## src/rtl/acoc_defines.vh

```
// Constants for the two-channel comparator output control block
`ifndef ACOC_DEFINES_VH
`define ACOC_DEFINES_VH

`define ACOC_NUM_CMP        2
// Control word one field positions
`define ACOC_CTL_ENABLE     7
`define ACOC_CTL_OUTPUT     6
`define ACOC_CTL_PIN_EN     5
`define ACOC_CTL_INVERT     4
`define ACOC_CTL_SPEED      2
`define ACOC_CTL_HYST       1
`define ACOC_CTL_SYNC       0
// Control word two field positions
`define ACOC_CTL2_RISE      7
`define ACOC_CTL2_FALL      6
// Reset values
`define ACOC_SPEED_RST      1'b1
`define ACOC_CTL1_RST       8'h04
`define ACOC_CTL2_RST       8'h00
// Mirror register bit per comparator
`define ACOC_MIRROR_CMP1    0
`define ACOC_MIRROR_CMP2    1

`endif

```

## src/rtl/acoc_comparator_ctrl.v

```verilog
// Digital control and output path for two analog comparators
`timescale 1ns/1ns
`include "acoc_defines.vh"

// What this block does
// - Two comparators, each with own control settings
// - Enable runs comparator; clear means minimum current
// - Result readable in control and mirror bits
// - Comparator drives pin only with pin enable, enable, direction
// - Pin enable overrides port latch, independent of enable
// - Internal result latched each instruction cycle
// - Raw output high when positive above negative
// - Invert flips result before every use
// - Speed select resets high; zero selects low power
// - Hysteresis switch, level depends on speed
// - Result offered to timer as gate source
// - Sync select routes result through timer synchroniser
// - Sync captures on timer clock falling edge
// - Sync uses prescaler output clock
// - Without sync, timer and pin path asynchronous
// - Enabled rising or falling edge sets flag
// - Mirror holds both results, bits one and zero
module acoc_comparator_ctrl #(
  parameter N = `ACOC_NUM_CMP
)(
  input  wire         sys_clk,
  input  wire         arst_n,
  input  wire         clk_en,
  input  wire         instr_cycle_tick,
  input  wire         tmr_presc_clk,
  input  wire [N-1:0] raw_cmp_in,
  input  wire [N-1:0] ctrl_wr_en,
  input  wire [N*8-1:0] ctrl_wr_data,
  input  wire [N-1:0] ctrl2_wr_en,
  input  wire [N*8-1:0] ctrl2_wr_data,
  input  wire [N-1:0] int_flag_clr,
  input  wire [N-1:0] port_latch,
  input  wire [N-1:0] pin_direction_bit,
  output wire [N*8-1:0] comparator_ctrl_first,
  output wire [N*8-1:0] comparator_ctrl_second,
  output wire [7:0]   output_mirror_reg,
  output wire [N-1:0] analog_enable,
  output wire [N-1:0] speed_power_select,
  output wire [N-1:0] hysteresis_enable,
  output wire [N-1:0] timer_gate_src,
  output wire [N-1:0] pin_out,
  output wire [N-1:0] pin_oe,
  output wire [N-1:0] compare_int_flag
);

  // ----------------------------------------------------------------
  // Timer clock edge detection
  // ----------------------------------------------------------------
  // Foreign clock passes three flops; change counts once stages two and three agree
  reg [2:0] tclk_sync_reg;
  reg       tclk_level_reg;
  wire      tclk_fall = (tclk_sync_reg[1] == tclk_sync_reg[2]) && !tclk_sync_reg[2] && tclk_level_reg;

  always @(posedge sys_clk or negedge arst_n)
  begin
    if (!arst_n)
    begin
      tclk_sync_reg  <= 3'h0;
      tclk_level_reg <= 1'b0;
    end
    else if (clk_en)
    begin
      tclk_sync_reg <= {tclk_sync_reg[1:0], tmr_presc_clk};
      if (tclk_sync_reg[1] == tclk_sync_reg[2])
        tclk_level_reg <= tclk_sync_reg[2];
    end
  end

  // ----------------------------------------------------------------
  // Per-comparator logic
  // ----------------------------------------------------------------
  genvar i;
  generate
    for (i = 0; i < N; i = i + 1)
    begin : g_cmp
      reg [7:0] ctl_reg;
      reg [7:0] ctl2_reg;
      reg [2:0] raw_sync_reg;
      reg       inst_out_reg;
      reg       sync_out_reg;
      reg       prev_out_reg;
      reg       flag_reg;
      wire [7:0] wd  = ctrl_wr_data[i*8 +: 8];
      wire [7:0] wd2 = ctrl2_wr_data[i*8 +: 8];
      wire       en  = ctl_reg[`ACOC_CTL_ENABLE];
      // Disabled comparator output reads low, then polarity applies
      wire       raw_q   = raw_sync_reg[2] & en;
      wire       adj     = raw_q ^ ctl_reg[`ACOC_CTL_INVERT];
      wire       ext_res = ctl_reg[`ACOC_CTL_SYNC] ? sync_out_reg : adj;
      wire       rise    = inst_out_reg & ~prev_out_reg;
      wire       fall    = ~inst_out_reg & prev_out_reg;
      wire       evt     = (rise & ctl2_reg[`ACOC_CTL2_RISE]) | (fall & ctl2_reg[`ACOC_CTL2_FALL]);

      always @(posedge sys_clk or negedge arst_n)
      begin
        if (!arst_n)
        begin
          ctl_reg      <= `ACOC_CTL1_RST;
          ctl2_reg     <= `ACOC_CTL2_RST;
          raw_sync_reg <= 3'h0;
          inst_out_reg <= 1'b0;
          sync_out_reg <= 1'b0;
          prev_out_reg <= 1'b0;
          flag_reg     <= 1'b0;
        end
        else if (clk_en)
        begin
          if (ctrl_wr_en[i])
          begin
            // Output bit and bit 3 are not writable
            ctl_reg <= {wd[7], 1'b0, wd[5:4], 1'b0, wd[2:0]};
          end
          if (ctrl2_wr_en[i])
            ctl2_reg <= {wd2[7:4], 2'b00, wd2[1:0]};
          raw_sync_reg <= {raw_sync_reg[1:0], raw_cmp_in[i]};
          if (instr_cycle_tick)
            inst_out_reg <= adj;
          if (tclk_fall)
            sync_out_reg <= adj;
          prev_out_reg <= inst_out_reg;
          // Set wins over a simultaneous clear
          flag_reg <= evt | (flag_reg & ~int_flag_clr[i]);
        end
      end

      assign comparator_ctrl_first[i*8 +: 8]  =
        {ctl_reg[7], inst_out_reg, ctl_reg[5:0]};
      assign comparator_ctrl_second[i*8 +: 8] = ctl2_reg;
      assign analog_enable[i]      = en;
      assign speed_power_select[i] = ctl_reg[`ACOC_CTL_SPEED];
      assign hysteresis_enable[i]  = ctl_reg[`ACOC_CTL_HYST];

      assign compare_int_flag[i] = flag_reg;
      assign timer_gate_src[i]   = ext_res;
      // Pin override follows pin enable alone; drive also needs enable
      assign pin_out[i] = ctl_reg[`ACOC_CTL_PIN_EN] ? ext_res : port_latch[i];
      assign pin_oe[i]  = ~pin_direction_bit[i] &
                          (~ctl_reg[`ACOC_CTL_PIN_EN] | en);
    end
  endgenerate

  // ----------------------------------------------------------------
  // Mirror register
  // ----------------------------------------------------------------
  assign output_mirror_reg = {6'h00, comparator_ctrl_first[8+6], comparator_ctrl_first[6]};

endmodule

```

## config.mk

```make
export PLATFORM = sky130hd
export DESIGN_NAME = acoc_comparator_ctrl
export DESIGN_NICKNAME = d
export VERILOG_FILES = /design/src/rtl/acoc_comparator_ctrl.v
export VERILOG_INCLUDE_DIRS = /design/src /design/src/rtl
export SDC_FILE = /design/constraint.sdc
export NUM_CORES = 1
export LEC_CHECK = 0
export ABC_AREA = 1
export BUFFER_PORTS_ARGS = -buffer_cell sky130_fd_sc_hd__buf_2
export CORE_MARGIN = 1
export CORE_UTILIZATION = 35
export CTS_BUF_LIST = sky130_fd_sc_hd__clkbuf_16
export DETAILED_ROUTE_END_ITERATION = 8
export PLACE_DENSITY = 0.68
export SLEW_MARGIN = 20
export SYNTH_ARGS = -nofsm -noshare
export SYNTH_HDL_FRONTEND = slang
export SYNTH_SLANG_ARGS = --single-unit
```

## constraint.sdc

```tcl
create_clock -name sys_clk -period 1.4 [get_ports sys_clk]
set_input_delay 0.28 -clock sys_clk [delete_from_list [all_inputs] [get_ports sys_clk]]
set_output_delay 0.28 -clock sys_clk [all_outputs]
set_load 0.03 [all_outputs]
```

==> results.yml, run 1 <==
outcome:
  status: "finished with violations"
  violations: "negative setup slack"
setup_path:
  crit_chain: "inv_2, nand3_2, nand3_2, and2_4, buf_6"
  cpMaxStageDelayCell: "dfrtp_1"
  max_stage_delay_ns: 0.40
  cp_num_cells: 5
  crit_family: "flip-flops"
  crit_buf_inv: 2
  crit_type: "flop to primary output"
  r2r_end: "g_cmp[1].ctl_reg[7]"
  reg2reg_from: "g_cmp[1].ctl_reg[7]"
  startpoint_type: "flop"
  cp.required_ns: 1.12
  reg2reg_slack_ns: 0.24
  arrival_ns: 1.21
  critPathCaptureType: "primary output"
  cpMostUsedCell: "nand3_2"
  cp_max_fo: 3
  reg2reg_depth: 4
clocking:
  cts-buffers-inserted: 5
  root_buffer: "clkbuf_16"
  cts_sinks: 42
  insertion_delay_ns: 0.28
  htree_levels: 2
  cts_buffer_depth: 2
  path_clk_slew_ns: 0.05
  cts_tree: "built"
yosys:
  synthCells: 202
  yosysSeqAreaShare: 0.535
  yosysWarnings: 0
  netlist_area_um2: 1970
  syn_area_per_cell_um2: 9.75
  yosys.cell_types.count: 19
  ys_ff_latch: 42
sta:
  fmax_mhz: 671
  post-route-min-period_ns: 1.49
  rsz0062_at_grt: "yes"
  setup_viol: 6
  min_period_over_period: 1.06
  timing.final.ws_setup_ns: -0.0908
  hold_viol: 0
  finalSetupTns_ns: -0.363
  report.final.slew_viol_count: 0
  clock_skew_ns: 0.00418
power_and_ir_drop:
  power_w: 0.00401
  p_per_area_nw_per_um2: 1530
  ir_drop_mv: 0.639
  leakagePower_nw: 1.39
floorplanning:
  initial_core_util: 0.374
  design.die.area_um2: 5930
  ios: 103
  die_h_um: 77.0
  core_area_um2: 5270
  die_w_um: 77.0
  row_count: 26
placement:
  port_buffers: 82
  dp_hpwl_um: 2720
  finalWeightedCongestion: 0.690
grt:
  grt_max_degree: 43
  grt_overflow: 0
  grt_pass1_wl_um: 6760
  grt_use_total: 0.145
  first_global_vias: 1525
  antenna_found_initial: 0
finish:
  fin_nets: 336
  layout_common_cells: "buf_2 (76), nand2_1 (42), dfrtp_1 (38), mux2_2 (17)"
  layout_commonest_cell: "buf_2"
  antenna_cells: 0
  drive_gt1_frac: 0.502
  area_growth_pct: 32.9
detailed_routing:
  drcViolationCount: 0
  num_vias: 1526
  firstDrtPassIters: 4
  drt_iter0_drc: 52
  routed_wl_um: 3940
  wl_per_cell_um: 11.0
  avgViaCountPerCell: 4.27
  ant_nets: 0
worst_hold_path:
  hp-class: "input pin to flop"
  holdPathStages: 3
  min_from: "tmr_presc_clk"
  whs_endpoint: "tclk_sync_reg[0]"
flow_run:
  cap_violations: 0
## cell families (layout without fill, tap and decap cells)
logic type               after synthesis  in the layout  share of synthesized area
AND/OR/NAND/NOR                       74             74                      0.156
buffers and inverters                 45            119                      0.147
flip-flops                            42             42                      0.535
AO/OA/AOI/OAI                         22             22                     0.0565
multiplexers                          17             17                     0.0972
adder cells (fa/ha/maj)                1              1                    0.00635
other                                  1             12                    0.00190
## metal layers
layer	up-vias	routed length [um]	global-route usage
met1	692	1740	0.167
met4	0	51	0.0547
met2	56	1910	0.250
met5	-	0	0
li1	772	-	-
met3	6	233	0.0464
## cell type report
type	count	area, um2
fill	501	2650
tap	70	87.6
clock inverter	3	11.3
multi-input combinational	126	717
sequential	42	1060
timing repair buffer	96	564
clock buffer	5	125
inverter	15	56.3
## what timing repair did
item | CTS | global route
gates resized for setup | 28 | 2
endpoints found under the hold margin | 40 | 0
endpoints found under the setup margin | 4 | 6
hold buffers | 1 | 0
pin swaps | 4 | 6
setup buffers | 7 | 3
## worst min-delay path, delay by kind of cell
kind | cells | cell delay (ns)
buf+inv | 1 | 0.08
simple gates | 2 | 0.09
## worst max-delay path by stage
stage | start | to | slack, ns
finish | g_cmp[1].ctl_reg[4] | timer_gate_src[1] | -0.09
CTS | g_cmp[0].ctl_reg[0] | timer_gate_src[0] | -0.08
global route | g_cmp[0].ctl_reg[7] | pin_out[0] | -0.16
global placement | g_cmp[1].ctl_reg[7] | timer_gate_src[1] | 0.13
detailed placement | g_cmp[1].ctl_reg[7] | pin_out[1] | 0.11
floorplan | g_cmp[1].ctl_reg[7] | pin_out[1] | 0.01
## stage by stage
| stage | area, um2 | cells | hold slack (ns) | utilization | setup slack (ns) |
|---|---|---|---|---|---|
| 2_1_floorplan | 2010 | 213 | -0.0156 | - | 0.0138 |
| 3_3_place_gp | 2310 | 338 | 0.270 | 0.439 | 0.134 |
| 3_5_place_dp | 2310 | 338 | 0.274 | 0.439 | 0.107 |
| 4_1_cts | 2590 | 354 | 0.201 | 0.492 | -0.0832 |
| 5_1_grt | 2620 | 357 | 0.224 | 0.497 | -0.160 |
| 6_report | 2620 | 357 | 0.204 | 0.497 | -0.0908 |
## power by group
group | switching (W) | internal, W
Sequential | 0.000132 | 0.00143
Clock | 0.000430 | 0.000641
Combinational | 0.000845 | 0.000539
## cells in the mapped netlist
cell / number / area share
a21oi_1: 10 / 0.025
a31oi_1: 1 / 0.0032
and2_1: 2 / 0.0064
buf_2: 1 / 0.0025
buf_4: 26 / 0.099
buf_6: 3 / 0.017
conb_1: 1 / 0.0019
dfrtp_1: 40 / 0.51
dfstp_2: 2 / 0.027
ha_1: 1 / 0.0064
inv_1: 15 / 0.029
mux2_2: 17 / 0.097
nand2_1: 45 / 0.086
nand2_2: 4 / 0.013
nand3_1: 7 / 0.018
nor2_1: 14 / 0.027
o21ai_0: 8 / 0.020
o21ai_1: 3 / 0.0076
or2_2: 2 / 0.0064
No activity file was read; power rests on OpenSTA's default activity.
==> inputs of run 2 (changes only) <==
Settings changed: CORE_UTILIZATION 35 to 28, PLACE_DENSITY 0.68 to 0.57.
==> results.yml, run 2 (synthesized netlist as in run 1, its figures left out) <==
clocking:
  root_buffer: "clkbuf_16"
  cts_buffer_depth: 2
  htree_levels: 2
  path_clk_slew_ns: 0.05
  insertion_delay_ns: 0.28
  cts_sinks: 42
  cts_tree: "built"
  cts-buffers-inserted: 5
detailed_routing:
  drcViolationCount: 0
  num_vias: 1558
  drt_iter0_drc: 19
  routed_wl_um: 4080
  ant_nets: 0
  avgViaCountPerCell: 4.08
  firstDrtPassIters: 4
  wl_per_cell_um: 10.7
flow_run:
  cap_violations: 0
sta:
  setup_viol: 5
  hold_slack_ns: 0.217
  post-route-min-period_ns: 1.48
  min_period_over_period: 1.06
  rsz0062_at_grt: "yes"
  clock_skew_ns: 0.00487
  fmax_mhz: 674
  report.final.slew_viol_count: 0
  hold_viol: 0
  timing.final.ws_setup_ns: -0.0831
setup_path:
  crit_chain: "buf_4, buf_6, nor2_2, nor2_1, buf_4"
  cp_max_fo: 4
  crit_type: "flop to primary output"
  max_stage_delay_ns: 0.41
  cpMostUsedCell: "buf_4"
  cp.required_ns: 1.12
  startpoint_type: "flop"
  critPathCaptureType: "primary output"
  arrival_ns: 1.20
  cpMaxStageDelayCell: "dfrtp_1"
power_and_ir_drop:
  p_per_area_nw_per_um2: 1510
  p_int_w: 0.00261
  seqPwrFrac: 0.389
  leakagePower_nw: 1.39
  p_switching_w: 0.00141
  power_w: 0.00401
  switching_share: 0.351
  ir_drop_mv: 0.527
  p_comb_frac: 0.344
  clock_power_share: 0.267
placement:
  post_dp_cell_area_um2: 2340
  finalWeightedCongestion: 0.668
  post-place-ws_ns: 0.106
  dp_hpwl_um: 2940
  port_buffers: 82
finish:
  drive_gt1_frac: 0.507
  fin_nets: 335
  fin_area_um2: 2650
  antenna_cells: 0
  layout_common_cells: "buf_2 (76), nand2_1 (40), dfrtp_1 (38), mux2_2 (17), inv_1 (13)"
  area_growth_pct: 34.8
  final_util: 0.391
  layout_commonest_cell: "buf_2"
grt:
  grt_overflow: 0
  first_global_vias: 1544
  grt_max_degree: 43
  grt_pass1_wl_um: 7020
  grt_use_total: 0.121
  antenna_found_initial: 0
floorplanning:
  core_area_um2: 6790
  row_count: 30
  die_w_um: 85.9
  ios: 103
  die_h_um: 85.9
  initial_core_util: 0.290
  design.die.area_um2: 7370
outcome:
  status: "finished with violations"
  violations: "negative setup slack"
worst_hold_path:
  hp-class: "input pin to flop"
run 2: changes by cell type in the layout (fill, tap and decap cells not counted):
cell,change
buf_4,-2
nand2_1,-2
nand2_2,+2
buf_6,+1
clkinv_1,+1
inv_2,-1
nor2_1,-1
nor2_2,+1
run 2: repair_timing:
item | CTS | global route
pin swaps | 4 | 7
setup buffers | 6 | 3
endpoints found under the setup margin | 4 | 6
hold buffers | 1 | 0
hold endpoints to repair | 40 | 0
resized for setup | 27 | 6
run 2: power by group through the flow:
| stage | combinational (W) | clock (W) | sequential (W) |
|---|---|---|---|
| 2_1_floorplan | 0.000778 | 0 | 0.00175 |
| 3_3_place_gp | 0.00117 | 0 | 0.00157 |
| 3_5_place_dp | 0.00118 | 0 | 0.00158 |
| 4_1_cts | 0.00136 | 0.00111 | 0.00156 |
| 5_1_grt | 0.00150 | 0.00116 | 0.00160 |
| 6_report | 0.00138 | 0.00107 | 0.00156 |
run 2: area by class of cell:
type                    instances  area, um2
repair buffers                 95        561
multi-input cells             126        724
clock buffers                   5        125
flip-flops and latches         42       1060
clock inverters                 3       11.3
fillers                       694       4140
well taps                      96        120
inverters                      15       56.3
run 2: per-layer routing:
metal | part of all wire | vias up | wire, um | global-route usage
li1 | - | 767 | - | -
met5 | 0 | - | 0 | 0
met1 | 0.44 | 728 | 1810 | 0.146
met3 | 0.075 | 4 | 304 | 0.0375
met4 | 0.0071 | 0 | 29 | 0.0364
met2 | 0.47 | 59 | 1930 | 0.208
run 2: through the flow:
stage	instances	setup TNS [ns]
2_1_floorplan	213	0
3_5_place_dp	364	0
4_1_cts	379	-0.321
3_3_place_gp	364	0
5_1_grt	382	-0.793
6_report	382	-0.343
run 2: critical path: cells and delay by family, from the launching register on:
family / cells / cell delay, ns
buffers and inverters: 3 / 0.41
flip-flops: 1 / 0.41
AND/OR/NAND/NOR: 2 / 0.10
run 2: final timing paths:
kind	slack, ns	cells past startpoint	from	to
hold / removal	0.22	3	tmr_presc_clk	tclk_sync_reg[0]
hold reg to reg	0.47	2	tclk_sync_reg[0]	tclk_sync_reg[0]
setup / recovery	-0.08	5	g_cmp[0].ctl_reg[7]	pin_oe[0]
min in group asynchronous	0.51	3	arst_n	tclk_sync_reg[2]
max in group asynchronous	0.63	3	arst_n	g_cmp[1].ctl_reg[2]
setup reg to reg	0.36	5	tclk_sync_reg[2]	tclk_level_reg
